$ cat src/include/pcb_pkg.sv
// Purpose: Shared constants for the bridge configuration header block
// Assumes: Dword-wide configuration access with byte enables
// Notes: Offsets are byte addresses within configuration space
package pcb_pkg;

  // ----------------------------------------
  // Access port geometry
  // ----------------------------------------
  localparam int CFG_AW = 8;
  localparam int CFG_DW = 32;
  localparam int CFG_BEW = 4;
  localparam int DW_IDX_LSB = 2;

  // ----------------------------------------
  // Register byte offsets
  // ----------------------------------------
  localparam logic [7:0] OFF_MAKER = 8'h00;
  localparam logic [7:0] OFF_PART = 8'h02;
  localparam logic [7:0] OFF_CMD = 8'h04;
  localparam logic [7:0] OFF_STS = 8'h06;
  localparam logic [7:0] OFF_STEP = 8'h08;

  // ----------------------------------------
  // Command register layout
  // ----------------------------------------
  localparam logic [15:0] CMD_RESET = 16'h0007;
  localparam logic [15:0] CMD_FIXED_ONES = 16'h0007;
  localparam logic [15:0] CMD_WR_MASK = 16'h0108;
  localparam int CMD_SERR_EN_BIT = 8;
  localparam int CMD_SPEC_EN_BIT = 3;

  // ----------------------------------------
  // Status register layout
  // ----------------------------------------
  localparam logic [15:0] STS_RESET = 16'h0280;
  localparam logic [15:0] STS_FIXED = 16'h0280;
  localparam int STS_FLAG_LSB = 11;
  localparam int NUM_FLAGS = 4;
  localparam int FLG_TA_SENT = 0;
  localparam int FLG_TA_GOT = 1;
  localparam int FLG_MA = 2;
  localparam int FLG_SERR = 3;

  // ----------------------------------------
  // Special cycle message codes
  // ----------------------------------------
  localparam logic [15:0] MSG_SHUTDOWN = 16'h0000;

  // ----------------------------------------
  // Access sequencer states
  // ----------------------------------------
  typedef enum logic [1:0] {
    PCB_IDLE = 2'b01,
    PCB_RESP = 2'b10
  } pcb_state_t;

endpackage : pcb_pkg

$ cat src/include/pcb_flag_if.sv
// Purpose: Carrier between the header and its sticky flag bank
// Assumes: Same clock on both ends
// Notes: Set and clear are one-cycle pulses per bit
`timescale 1ns/1ps
interface pcb_flag_if #(parameter int N = 4);
  logic [N-1:0] set;
  logic [N-1:0] clr;
  logic [N-1:0] flags;
  modport bank (input set, input clr, output flags);
  modport user (output set, output clr, input flags);
endinterface : pcb_flag_if

$ cat src/hw/pcb_flag_bank.sv
// Purpose: Bank of write-one-to-clear sticky status flags
// Assumes: Set and clear pulses come from sys_clk_i logic
// Notes: A set in the same cycle as a clear wins
`timescale 1ns/1ps
module pcb_flag_bank #(
  parameter int N = 4
) (
  input wire logic sys_clk_i, // System clock
  input wire logic resetn_i,  // Async reset, active low
  pcb_flag_if.bank fl         // Set, clear and flag values
);
  import pcb_pkg::*;

  logic [N-1:0] flag_reg;

  // ----------------------------------------
  // One sticky bit per flag
  // ----------------------------------------
  genvar g;
  generate
    for (g = 0; g < N; g++)
    begin : g_flag
      always_ff @(posedge sys_clk_i or negedge resetn_i)
      begin
        if (!resetn_i)
          flag_reg[g] <= 1'b0;
        else if (fl.set[g])
          flag_reg[g] <= 1'b1;
        else if (fl.clr[g])
          flag_reg[g] <= 1'b0;
      end
    end
  endgenerate

  assign fl.flags = flag_reg;

endmodule : pcb_flag_bank

$ cat src/hw/pcb_config_header.sv
// Purpose: Configuration header registers of the ISA bridge function
// Assumes: Access and event inputs come from sys_clk_i logic
// Notes: Class code and later registers are handled elsewhere
`timescale 1ns/1ps

module pcb_config_header #(
  parameter logic [15:0] MAKER_CODE = 16'h1234, // Arbitrary value
  parameter logic [15:0] PART_CODE = 16'h5678,  // Arbitrary value
  parameter logic [7:0] STEPPING_CODE = 8'hA5   // Arbitrary value
) (
  input wire logic sys_clk_i,                                  // System clock
  input wire logic resetn_i,                                   // Async reset, low
  input wire logic cfg_req_i,                                  // Config access pulse
  input wire logic cfg_wr_i,                                   // 1 write, 0 read
  input wire logic [pcb_pkg::CFG_AW-1:0] cfg_addr_i,           // Byte address
  input wire logic [pcb_pkg::CFG_BEW-1:0] cfg_be_i,            // Byte enables
  input wire logic [pcb_pkg::CFG_DW-1:0] cfg_wdata_i,          // Write data
  output logic cfg_ack_o,                                      // Access done pulse
  output logic [pcb_pkg::CFG_DW-1:0] cfg_rdata_o,              // Read data
  input wire logic dtxn_timeout_i,                             // Timeout pulse
  input wire logic dtxn_serr_en_i,                             // Delayed-txn bit 3
  input wire logic initiator_abort_i,                          // Master-abort pulse
  input wire logic target_abort_got_i,                         // Got target-abort
  input wire logic target_abort_sent_i,                        // Sent target-abort
  input wire logic special_cycle_i,                            // Special cycle pulse
  input wire logic [15:0] special_msg_i,                       // Message code
  output logic system_error_o,                                 // Drive system error
  output logic shutdown_o,                                     // Shutdown seen pulse
  output logic system_error_enable_o,                          // Command bit 8
  output logic special_cycle_enable_o                          // Command bit 3
);
  import pcb_pkg::*;

  // Half of a dword, the width of every register here but stepping
  localparam int HALF_W = CFG_DW / 2;

  // ----------------------------------------
  // Helpers
  // ----------------------------------------
  function automatic logic dw_hit(
    input logic [CFG_AW-1:0] addr,
    input logic [7:0] off
  );
    dw_hit = (addr[CFG_AW-1:DW_IDX_LSB] == off[CFG_AW-1:DW_IDX_LSB]);
  endfunction : dw_hit

  // Which lane of the dword a half-word at this offset occupies
  function automatic logic hi_half(input logic [7:0] off);
    hi_half = off[1];
  endfunction : hi_half

  // Byte-enable expansion into a per-bit mask for one half-word
  function automatic logic [15:0] half_mask(
    input logic [CFG_BEW-1:0] be,
    input logic hi
  );
    logic [1:0] b;
    b = hi ? be[3:2] : be[1:0];
    half_mask = {{8{b[1]}}, {8{b[0]}}};
  endfunction : half_mask

  function automatic logic [15:0] half_data(
    input logic [CFG_DW-1:0] d,
    input logic hi
  );
    half_data = hi ? d[CFG_DW-1 -: HALF_W] : d[HALF_W-1:0];
  endfunction : half_data

  // Put a half-word into its lane of a dword, the other lane zero
  function automatic logic [CFG_DW-1:0] place_half(
    input logic [15:0] v,
    input logic hi
  );
    place_half = hi ? {v, 16'h0000} : {16'h0000, v};
  endfunction : place_half

  // ----------------------------------------
  // State
  // ----------------------------------------
  pcb_state_t state_reg;
  pcb_state_t state_next;
  logic [15:0] cmd_reg;
  logic [15:0] cmd_next;
  logic [CFG_DW-1:0] rdata_reg;
  logic [CFG_DW-1:0] rdata_next;
  logic serr_reg;
  logic shutdown_reg;
  logic take;
  logic wr_cmd;
  logic wr_sts;
  logic [15:0] wmask;
  logic [15:0] wval;
  logic [15:0] sts_clr_bits;
  logic [15:0] status_view;
  logic [15:0] command_view;
  logic serr_fire;
  logic [15:0] sts_wmask;
  logic [15:0] sts_wval;
  logic [NUM_FLAGS-1:0] flag_set;
  logic [CFG_DW-1:0] id_dword;
  logic [CFG_DW-1:0] ctl_dword;
  logic [CFG_DW-1:0] step_dword;

  pcb_flag_if #(.N(NUM_FLAGS)) flag_if ();

  pcb_flag_bank #(
    .N(NUM_FLAGS)
  ) u_flags (
    .sys_clk_i(sys_clk_i),
    .resetn_i(resetn_i),
    .fl(flag_if.bank)
  );

  // ----------------------------------------
  // Access sequencer
  // ----------------------------------------
  // Requests arriving during the answer cycle are dropped
  assign take = cfg_req_i && (state_reg == PCB_IDLE);

  always_comb
  begin
    state_next = state_reg;
    unique case (state_reg)
      PCB_IDLE:
      begin
        if (cfg_req_i)
          state_next = PCB_RESP;
      end
      PCB_RESP:
      begin
        state_next = PCB_IDLE;
      end
      default:
      begin
        state_next = PCB_IDLE;
      end
    endcase
  end

  always_ff @(posedge sys_clk_i or negedge resetn_i)
  begin
    if (!resetn_i)
      state_reg <= PCB_IDLE;
    else
      state_reg <= state_next;
  end

  assign cfg_ack_o = (state_reg == PCB_RESP);

  // ----------------------------------------
  // Write decode
  // ----------------------------------------
  // Identity dwords have no write path at all
  assign wr_cmd = take && cfg_wr_i && dw_hit(cfg_addr_i, OFF_CMD);
  assign wr_sts = take && cfg_wr_i && dw_hit(cfg_addr_i, OFF_STS);
  assign wmask = half_mask(cfg_be_i, hi_half(OFF_CMD));
  assign wval = half_data(cfg_wdata_i, hi_half(OFF_CMD));
  assign sts_wmask = half_mask(cfg_be_i, hi_half(OFF_STS));
  assign sts_wval = half_data(cfg_wdata_i, hi_half(OFF_STS));

  // ----------------------------------------
  // Command register
  // ----------------------------------------
  always_comb
  begin
    cmd_next = cmd_reg;
    if (wr_cmd)
      cmd_next = (cmd_reg & ~(wmask & CMD_WR_MASK)) | (wval & wmask & CMD_WR_MASK);
  end

  always_ff @(posedge sys_clk_i or negedge resetn_i)
  begin
    if (!resetn_i)
      cmd_reg <= CMD_RESET;
    else
      cmd_reg <= cmd_next;
  end

  // Only the two enables are storage; the rest is fixed wiring
  assign command_view = (cmd_reg & CMD_WR_MASK) | CMD_FIXED_ONES;

  assign system_error_enable_o = cmd_reg[CMD_SERR_EN_BIT];
  assign special_cycle_enable_o = cmd_reg[CMD_SPEC_EN_BIT];

  // ----------------------------------------
  // System error
  // ----------------------------------------
  assign serr_fire = dtxn_timeout_i && cmd_reg[CMD_SERR_EN_BIT] && dtxn_serr_en_i;

  always_ff @(posedge sys_clk_i or negedge resetn_i)
  begin
    if (!resetn_i)
      serr_reg <= 1'b0;
    else
      serr_reg <= serr_fire;
  end

  assign system_error_o = serr_reg;

  // ----------------------------------------
  // Shutdown recognition
  // ----------------------------------------
  // Disabled means every special cycle is ignored, not only shutdown
  always_ff @(posedge sys_clk_i or negedge resetn_i)
  begin
    if (!resetn_i)
      shutdown_reg <= 1'b0;
    else
      shutdown_reg <= special_cycle_i && cmd_reg[CMD_SPEC_EN_BIT]
        && (special_msg_i == MSG_SHUTDOWN);
  end

  assign shutdown_o = shutdown_reg;

  // ----------------------------------------
  // Status flags
  // ----------------------------------------
  // Flag follows the driven pulse, so it never sets without the pin
  // One driver for the whole set vector keeps the carrier single-sourced
  always_comb
  begin
    flag_set = '0;
    flag_set[FLG_SERR] = serr_reg;
    flag_set[FLG_MA] = initiator_abort_i;
    flag_set[FLG_TA_GOT] = target_abort_got_i;
    flag_set[FLG_TA_SENT] = target_abort_sent_i;
  end

  assign flag_if.set = flag_set;

  // Only ones written under an enabled lane clear; zeros leave flags
  assign sts_clr_bits = wr_sts ? (sts_wval & sts_wmask) : 16'h0000;

  assign flag_if.clr = sts_clr_bits[STS_FLAG_LSB +: NUM_FLAGS];

  // ----------------------------------------
  // Status view
  // ----------------------------------------
  always_comb
  begin
    status_view = STS_FIXED;
    status_view[STS_FLAG_LSB +: NUM_FLAGS] = flag_if.flags;
  end

  // ----------------------------------------
  // Dword images
  // ----------------------------------------
  // Each half-word lands in the lane its own offset names, so a
  // moved offset cannot swap two registers silently
  assign id_dword = place_half(MAKER_CODE, hi_half(OFF_MAKER))
    | place_half(PART_CODE, hi_half(OFF_PART));
  assign ctl_dword = place_half(command_view, hi_half(OFF_CMD))
    | place_half(status_view, hi_half(OFF_STS));
  // Only the low byte is stepping; the class-code bytes stay zero
  assign step_dword = CFG_DW'(STEPPING_CODE);

  // ----------------------------------------
  // Read path
  // ----------------------------------------
  // Unmapped dwords, and the class-code bytes beside stepping, read zero
  always_comb
  begin
    rdata_next = rdata_reg;
    if (take && !cfg_wr_i)
    begin
      rdata_next = '0;
      if (dw_hit(cfg_addr_i, OFF_MAKER))
        rdata_next = id_dword;
      else if (dw_hit(cfg_addr_i, OFF_CMD))
        rdata_next = ctl_dword;
      else if (dw_hit(cfg_addr_i, OFF_STEP))
        rdata_next = step_dword;
    end
    else if (take)
    begin
      rdata_next = '0;
    end
  end

  always_ff @(posedge sys_clk_i or negedge resetn_i)
  begin
    if (!resetn_i)
      rdata_reg <= '0;
    else
      rdata_reg <= rdata_next;
  end

  assign cfg_rdata_o = rdata_reg;

endmodule : pcb_config_header

$ cat config.mk
export PLATFORM = sky130hd
export DESIGN_NAME = pcb_config_header
export DESIGN_NICKNAME = d
export VERILOG_FILES = /design/src/include/pcb_pkg.sv /design/src/include/pcb_flag_if.sv /design/src/hw/pcb_flag_bank.sv /design/src/hw/pcb_config_header.sv
export SDC_FILE = /design/constraint.sdc
export NUM_CORES = 1
export LEC_CHECK = 0
export BUFFER_PORTS_ARGS = -buffer_cell sky130_fd_sc_hd__buf_2
export CORE_ASPECT_RATIO = 0.6
export CORE_MARGIN = 3
export CORE_UTILIZATION = 25
export DETAILED_ROUTE_END_ITERATION = 12
export PLACE_DENSITY = 0.66
export SLEW_MARGIN = 25
export SYNTH_ARGS = -nofsm -noshare
export SYNTH_HDL_FRONTEND = slang
export SYNTH_HIERARCHICAL = 1
export SYNTH_SLANG_ARGS = --single-unit
$ cat constraint.sdc
create_clock -name sys_clk_i -period 1.95 [get_ports sys_clk_i]
set_clock_uncertainty 0.15 [all_clocks]
set_input_delay 0.39 -clock sys_clk_i [delete_from_list [all_inputs] [get_ports sys_clk_i]]
set_output_delay 0.39 -clock sys_clk_i [all_outputs]
set_load 0.01 [all_outputs]
== After elaboration in Yosys (flattened, before gate mapping) ==
Index checks and enable logic that the tools add are counted.

* Register bits: 56
* Output and inout port bits: 37
* Logic and storage cells: 52

* Eq/ne operators: 5
* Muxes and demuxes: 16
* Bitwise logic cells: 6
* Reduce and logical (&&, ||, !) cells: 16

{| class="wikitable"
|+ Operators by type and width
! kind !! count
|-
| 2-to-1 mux 32 bit || 2
|-
| 2-to-1 mux 31 bit || 2
|-
| OR 9 x 31 -> 31 bit || 1
|-
| bitwise AND 16 bit || 1
|-
| zero test 16 bit || 1
|-
| NOT 9 -> 16 bit || 1
|-
| OR 16 x 9 -> 16 bit || 1
|-
| bitwise AND 15 bit || 1
|-
| 2-to-1 mux 15 bit || 1
|-
| nonzero test 2 bit || 5
|-
| bitwise AND 9 bit || 1
|-
| logical AND 1 bit || 8
|-
| 2-to-1 mux 1 bit || 8
|-
| 2-to-1 mux 8 bit || 1
|-
| equality test 6 x 1 -> 1 bit (second input constant) || 1
|-
| equality test 6 x 2 -> 1 bit (second input constant) || 1
|-
| zero test 6 bit || 1
|-
| 2-to-1 mux 2 bit || 2
|-
| equality test 2 x 1 -> 1 bit (second input constant) || 1
|-
| equality test 2 bit (second input constant) || 1
|-
| inequality test 2 bit (second input constant) || 1
|-
| zero test 1 bit || 1
|}

== Logic depth before layout (Yosys ltp) ==
Gate-level depths: netlist (run 1).

* Depth in word-level cells: 7
* Mapped depth: 7

== Cells and area by module ==
Netlist (run 1), hierarchy kept.

{| class="wikitable"
|+ By module, submodules not included
! module !! instances !! cells each !! area each (sq um) !! seq. area each (sq um)
|-
| pcb_config_header || 1 || 105 || 1037.2 || 476.7
|-
| pcb_flag_bank || 1 || 12 || 145.1 || 100.1
|}

== Least setup slack after synthesis (run 1) ==
OpenSTA, ideal clock, no wires.

* Kind: input to register
* Start point: input port cfg_addr_i[7] in the netlist's numbering
* End point: register u_flags.flag_reg[0] (netlist: u_flags/fl.flags[0])
* Data arrival time: 1704 ps
* Data required time: 1682 ps
* Setup slack: -22 ps
* Stages on the path: 6
* Path buffers: 1
* Cells stage by stage: or4_1 buf_2 nor4_2 and2_1 inv_1 a21o_1

* Longest elaborated chain between the ends: 4

{| class="wikitable"
|+ RTL lines
! what !! line !! RTL
|-
| start: declaration || pcb_config_header.sv:15 || <nowiki>input wire logic [pcb_pkg::CFG_AW-1:0] cfg_addr_i,</nowiki>
|-
| equality test 6 x 1 -> 1 bit || pcb_config_header.sv:44 || <nowiki>dw_hit = (addr[CFG_AW-1:DW_IDX_LSB] == off[CFG_AW-1:DW_IDX_LSB]);</nowiki>
|-
| logical AND 1 bit || pcb_config_header.sv:155 || <nowiki>assign wr_sts = take && cfg_wr_i && dw_hit(cfg_addr_i, OFF_STS);</nowiki>
|-
| 2-to-1 mux 15 bit || pcb_config_header.sv:232 || <nowiki>assign sts_clr_bits = wr_sts ? (sts_wval & sts_wmask) : 16'h0000;</nowiki>
|-
| via sts_clr_bits[11] || pcb_config_header.sv:93 || <nowiki>logic [15:0] sts_clr_bits;</nowiki>
|-
| nonzero test 2 bit (no source line) || n/a ||
|-
| end signal: indexed assignment || pcb_flag_bank.sv:26 || <nowiki>flag_reg[g] <= 1'b0;</nowiki>
|-
| end signal: indexed assignment || pcb_flag_bank.sv:28 || <nowiki>flag_reg[g] <= 1'b1;</nowiki>
|-
| end signal: indexed assignment || pcb_flag_bank.sv:30 || <nowiki>flag_reg[g] <= 1'b0;</nowiki>
|-
| end: declaration || pcb_flag_bank.sv:14 || <nowiki>logic [N-1:0] flag_reg;</nowiki>
|}

The timed path passes the listed nets, and every way through them passes these cells.
A chain may end at the register's enable or synchronous reset.

== Final worst setup path (run 1) ==
* Start point: input port cfg_addr_i[7] in the netlist's numbering
* End point: register rdata_reg[28] (netlist: cfg_rdata_o[28])

* Longest elaborated chain between the ends: 4
* Elaborated cells on any way between the ends: 5
* Those cells by class: 1 x eq/ne; 3 x mux; 1 x reduce/logical

{| class="wikitable"
|+ RTL lines
! what !! line !! RTL
|-
| equality test 6 x 1 -> 1 bit || pcb_config_header.sv:44 ||
|-
| 2-to-1 mux 31 bit || pcb_config_header.sv:269 || <nowiki>else if (dw_hit(cfg_addr_i, OFF_CMD))</nowiki>
|-
| 2-to-1 mux 31 bit * || pcb_config_header.sv:267 || <nowiki>if (dw_hit(cfg_addr_i, OFF_MAKER))</nowiki>
|-
| 2-to-1 mux 32 bit * || pcb_config_header.sv:264 || <nowiki>if (take && !cfg_wr_i)</nowiki>
|-
| end signal: assignment || pcb_config_header.sv:285 || <nowiki>rdata_reg <= rdata_next;</nowiki>
|-
| end: declaration || pcb_config_header.sv:84 || <nowiki>logic [CFG_DW-1:0] rdata_reg;</nowiki>
|}

Mark *: on every way between the ends. The rest lies on a longest branch, timed or not.

==> results.md, run 1 <==
- Simple-Gate Fraction of Synth Area: 20.42%
- Fin nets: 249
- Die Ht: 59.27 microns
- Worst Max-Slew Pin Slew: 0.5134 ns
- Register area: 576.8 sq um
- GRT overflow: 0
- Top cell family by delay on the critical path: simple AND/OR/NAND/NOR gates
- CP max-delay cell: or4_1
- DRC viols: 0
- Worst reg2reg path depth: 6
- Asr flop ratio synth: 100.0%
- All-Layer GR Usage: 10.73%
- Post-synth top cells: dfrtp_1 (22), nand2_1 (21), buf_4 (19)
- Pleak: 0.0008175 uW
- Top Ports: 107
- Largest family of logic cells by synthesized area: simple AND/OR/NAND/NOR gates
- Setup CP Type: in2reg
- Outcome: complete, no violations
- Synth Area in Adders: 0%
- Final core occ: 35.91%
- Slew Limit Fails: 0
- End of the critical path: cfg_rdata_o[28]
- Most used DFF post-synth: dfrtp_1
- Overall Power: 928.0 uW
- Worst-path clk slew: 0.08 ns
- Upper clock frequency limit: 529.3 MHz
- Multiplexer area fraction after synthesis: 1.905%
- WP buf/inv: 2
- Setup bufs post-CTS: 0
- Post-detail-place hpwl: 2331 microns
- Top cells by area, synth: dfrtp_1 (47%), buf_4 (12%), nand2_1 (6.7%)
- Starting density of the core: 27.34%
- Largest area contributor in the netlist: dfrtp_1
- Clk buf depth: 2
- Mapped Avg Cell Area: 10.11 sq um
- Max-cap violations: 0
- Yosys top cell area share: 46.56%
- Largest net degree at the start of global routing: 24
- Placed Cells: 233
- Final Hold Slack: 0.1555 ns
- First-pass GRT wire length: 4629 microns
- Crit path cell chain: buf_2 > or4_1 > buf_4 > or3_4 > o31ai_4
- Worst-Skew Late Latency: 0.26 ns
- Share of layout cells above drive strength 1: 46.07%
- PortBufs: 66
- Power Dens Cells: 597.6 nW/um^2
- Clock sinks: 23
- Count leader, synth: dfrtp_1
- RSZ-0062 raised after global routing: false
- DRC violation total after the first TritonRoute iteration: 44
- Initial DRT Pass Iterations: 4
- Root Driver: clkbuf_8
- Final Cycle Share: 96.88%
- Number of fill cells: 485
- Via count: 971
- Final setup vio count: 0
- Final GP Congestion: 0.7171
- CTS tree: done
- Core ar.: 4324 sq um
- Largest stage delay, worst path: 0.63 ns
- Compound-gate portion of the synthesized area: 12.70%
- Synthesized flop and latch total: 23
- Crit path capture type: flip-flop
- Sequential area share after synthesis: 48.78%
- Die area: 5618 sq um
- VDD IR max: 237.3 uV
- Area of the multi-input gates: 473.0 sq um
- Post-Synthesis Cell Area: 1182 sq um
- Worst Path Arrival: 1.92 ns
- Critical path depth in cells: 5
- Worst-path maximum fanout: 5
- DR WL/cell: 11.82 microns
- CP Launch Type: input pin
- Post-Synthesis Cells: 117
- EDFF count, synth: 0
- Finished Layout Cells: 238
- XOR/XNOR share of the synthesized area: 0.7407%
- Final min period: 1.889 ns
- Headroom to the max-slew limit: 65.77%
- Max reg flops: 13
- Worst EP required: 1.98 ns
- Total CTS buffers: 3
- Reg2reg start: state_reg[0]
- Synth warn: 6
- Drt via density: 4.080
- Min-Delay Path Depth: 2
- Crit path launch: cfg_addr_i[7]
- Worst R2R End: u_flags/fl.flags[0]
- Row cnt: 18
- Min-Delay Path Class: in2reg
- Post-CTS sizing: 0
- Antenna Violating Nets Remaining: 0
- Htree depth: 1
- Count of final hold-check violations: 0
- Layout area overhead: 31.32%
- Synth unique cells: 29
- Flop2flop setup slack: 0.18 ns
- DRT Wirelength: 2812 microns
- Initial antenna violation count: 0
- Vias in the first global route: 1013
- Diode count: 0
- Horiz. Die Dim: 94.79 microns
==> how the worst min path moves through the flow <==
stage	start	end	slack [ns]
finish	initiator_abort_i	u_flags/fl.flags[2]	0.16
global route	initiator_abort_i	u_flags/fl.flags[2]	0.15
CTS	initiator_abort_i	u_flags/fl.flags[2]	0.15
detailed placement	resetn_i	u_flags/fl.flags[2]	0.25
global placement	resetn_i	u_flags/fl.flags[2]	0.24
floorplan	resetn_i	async pin	-0.06
==> per-layer routing <==
layer / global-route usage, % / up-vias / share of wire (%)
met1: 14.05 / 427 / 46
met3: 4.695 / 2 / 12
met2: 17.03 / 57 / 42
li1: - / 485 / -
met4: 1.232 / 0 / 0.36
met5: 0 / - / 0
==> per-stage QoR <==
step / TNS [ns] / setup slack [ns] / area [sq um]
finish: 0 / 0.06081 / 1553
global route: 0 / 0.008099 / 1553
CTS: 0 / 0.04172 / 1553
detailed placement: -3.193 / -0.2433 / 1496
global placement: -2.893 / -0.2279 / 1496
floorplan: -0.03539 / -0.01770 / 1229
==> area by class of cell <==
type	count	share of cell area, %
clock buffers	3	2.659
clock inverters	1	0.3223
inverters	5	1.209
multi-input cells	76	30.46
flip-flops and latches	23	37.15
well taps	60	4.835
repair buffers	70	23.37
==> placed cells by master, fill, tap and decap left out <==
master / Yosys / layout
and3_1: 1 / 1
xnor2_1: 1 / 1
o31ai_4: 2 / 2
clkinv_2: 0 / 1
mux2_2: 2 / 2
a2111oi_0: 1 / 1
conb_1: 1 / 11
inv_1: 5 / 5
o41ai_1: 1 / 1
o21ai_0: 6 / 6
nor4_1: 5 / 5
nor3_1: 1 / 1
and3b_1: 1 / 1
o31ai_2: 1 / 1
nand2_1: 21 / 21
clkbuf_8: 0 / 3
nor2b_1: 3 / 3
buf_4: 19 / 3
dlygate4sd3_1: 0 / 1
or3_1: 1 / 1
nand2b_1: 1 / 1
and2_1: 4 / 4
or3_4: 2 / 2
o21ai_1: 2 / 2
dfrtp_1: 22 / 22
nor4_4: 0 / 1
a21o_1: 5 / 5
or4_1: 2 / 2
buf_2: 2 / 66
dfstp_2: 1 / 1
nand3_1: 1 / 1
==> cells by family after synthesis <==
| group | after synthesis |
|---|---|
| other cells | 1 |
| flops | 23 |
| xor+xnor | 1 |
| buf+inv | 28 |
| simple gates | 44 |
| mux | 2 |
| compound gates | 18 |
==> where the power goes <==
part / switching [uW] / internal, uW
combinational: 78.5 / 56.3
clock: 151 / 142
sequential: 8.82 / 491
total: 238 / 690
==> what timing repair did <==
action	in CTS	in global routing
setup endpoints to repair	0	3
hold buffers	1	0
endpoints found under the hold margin	22	0
Power figures use the tool's default switching activity.
==> run 2, diff against run 1 <==
- CORE_MARGIN: 3 -> 5
==> results.md, run 2 (synthesis results as in run 1) <==
- Antenna Violating Nets Remaining: 0
- Top layer in use: met3
- Sum of negative setup slack: 0 ns
- Commonest cells after routing, fill and taps aside: buf_2 (66), dfrtp_1 (22), nand2_1 (21), conb_1 (11), o21ai_0 (6)
- Worst Path Arrival: 1.93 ns
- Total CTS buffers: 3
- Slew Limit Fails: 0
- Row cnt: 19
- Outcome: complete, no violations
- Final min period: 1.894 ns
- First-pass GRT wire length: 4857 microns
- WP buf/inv: 2
- Final core occ: 34.27%
- Horiz. Die Dim: 98.79 microns
- Diode count: 0
- Worst-path clk slew: 0.09 ns
- Initial antenna violation count: 0
- Headroom to the max-slew limit: 64.10%
- Worst EP required: 1.99 ns
- Overall Power: 942.4 uW
- Starting density of the core: 25.90%
- Wire length on met3: 315 microns
- Drt via density: 4.161
- DR WL/cell: 12.45 microns
- GRT overflow: 0
- Largest net degree at the start of global routing: 24
- Count of final hold-check violations: 0
- Clk buf depth: 2
- DRC violation total after the first TritonRoute iteration: 16
- Commonest non-fill, non-tap cell in the layout: buf_2
- All-Layer GR Usage: 9.653%
- Cell Area, Placed: 1508 sq um
- Post-route cell area: 1564 sq um
- Max reg flops: 13
- RSZ-0062 raised after global routing: false
- Crit path capture type: flip-flop
- Root Driver: clkbuf_8
- Fin nets: 250
- Area of the multi-input gates: 473.0 sq um
- Final GP Congestion: 0.6914
- Post-detail-place hpwl: 2552 microns
- Met1 Wirelength: 1483 microns
- Layout area overhead: 32.28%
- Die area: 6250 sq um
- CP Launch Type: input pin
- Max-cap violations: 0
- Die Ht: 63.27 microns
- Final Hold Slack: 0.1521 ns
- Number of fill cells: 486
- Min-Delay Path Class: in2reg
- Worst-Skew Late Latency: 0.26 ns
- DRT Wirelength: 3012 microns
- Via count: 1007
- PortBufs: 66
- Largest stage delay, worst path: 0.64 ns
- Initial DRT Pass Iterations: 4
- CTS tree: done
- DRC viols: 0
- Upper clock frequency limit: 528.0 MHz
- Setup CP Type: in2reg
- Worst-path maximum fanout: 5
- Core ar.: 4564 sq um
- Final setup vio count: 0
- Register area: 576.8 sq um
- Vias in the first global route: 1001
- Crit path cell chain: buf_2 > or4_1 > buf_4 > or3_4 > o31ai_4
- Share of layout cells above drive strength 1: 46.93%
- Clock sinks: 23
- Pleak: 0.0008219 uW
- Top Ports: 107
- Htree depth: 1
- Top cell family by delay on the critical path: simple AND/OR/NAND/NOR gates
- Worst Max-Slew Pin Slew: 0.5385 ns
- Setup bufs post-CTS: 0
- Power Dens Cells: 602.6 nW/um^2
- Final Cycle Share: 97.13%
- Metal2 WL: 1213 microns
- VDD IR max: 249.0 uV
- CP max-delay cell: or4_1
[run 2: cell type report]
| cell class | count | area share [%] |
|---|---|---|
| Sequential cell | 23 | 36.88 |
| Clock buffer | 3 | 2.640 |
| Timing Repair Buffer | 71 | 23.68 |
| Multi-Input combinational cell | 76 | 30.24 |
| Tap cell | 63 | 5.040 |
| Clock inverter | 1 | 0.3200 |
| Inverter | 5 | 1.200 |
[run 2: power by group]
part | leakage (uW) | internal [uW] | switching (uW)
combinational | 0.000497 | 57.8 | 81.1
clock | 0.0000255 | 143 | 160
sequential | 0.000300 | 491 | 9.54
[run 2: metal layers]
layer,up-vias,GRT usage (%)
met1,461,14.37
met4,0,1.022
met5,-,0
met2,55,13.04
met3,0,4.300
li1,491,-
[run 2: through the flow]
step                setup WS (ns)  instances
finish                    0.05596        242
global route              0.02028        242
floorplan                -0.01770        127
CTS                       0.05561        242
detailed placement        -0.2321        237
global placement          -0.2429        237
[run 2: repair_timing]
item | 4_1_cts | 5_1_grt
hold endpoints to repair | 22 | 0
hold buffers | 1 | 0
setup endpoints to repair | 0 | 1
gates resized for setup | 0 | 1
[run 2: worst paths after layout]
check,startpoint,to,slack [ns],cells past startpoint
min in group asynchronous,resetn_i,cfg_rdata_o[0],0.49,2
worst max register to register,state_reg[0],u_flags/fl.flags[1],0.19,6
max in group asynchronous,resetn_i,state_reg[0],0.80,2
worst min register to register,system_error_o,u_flags/fl.flags[3],0.32,1
worst max-delay path,cfg_addr_i[7],cfg_rdata_o[30],0.06,5
worst min-delay path,target_abort_sent_i,u_flags/fl.flags[0],0.15,2
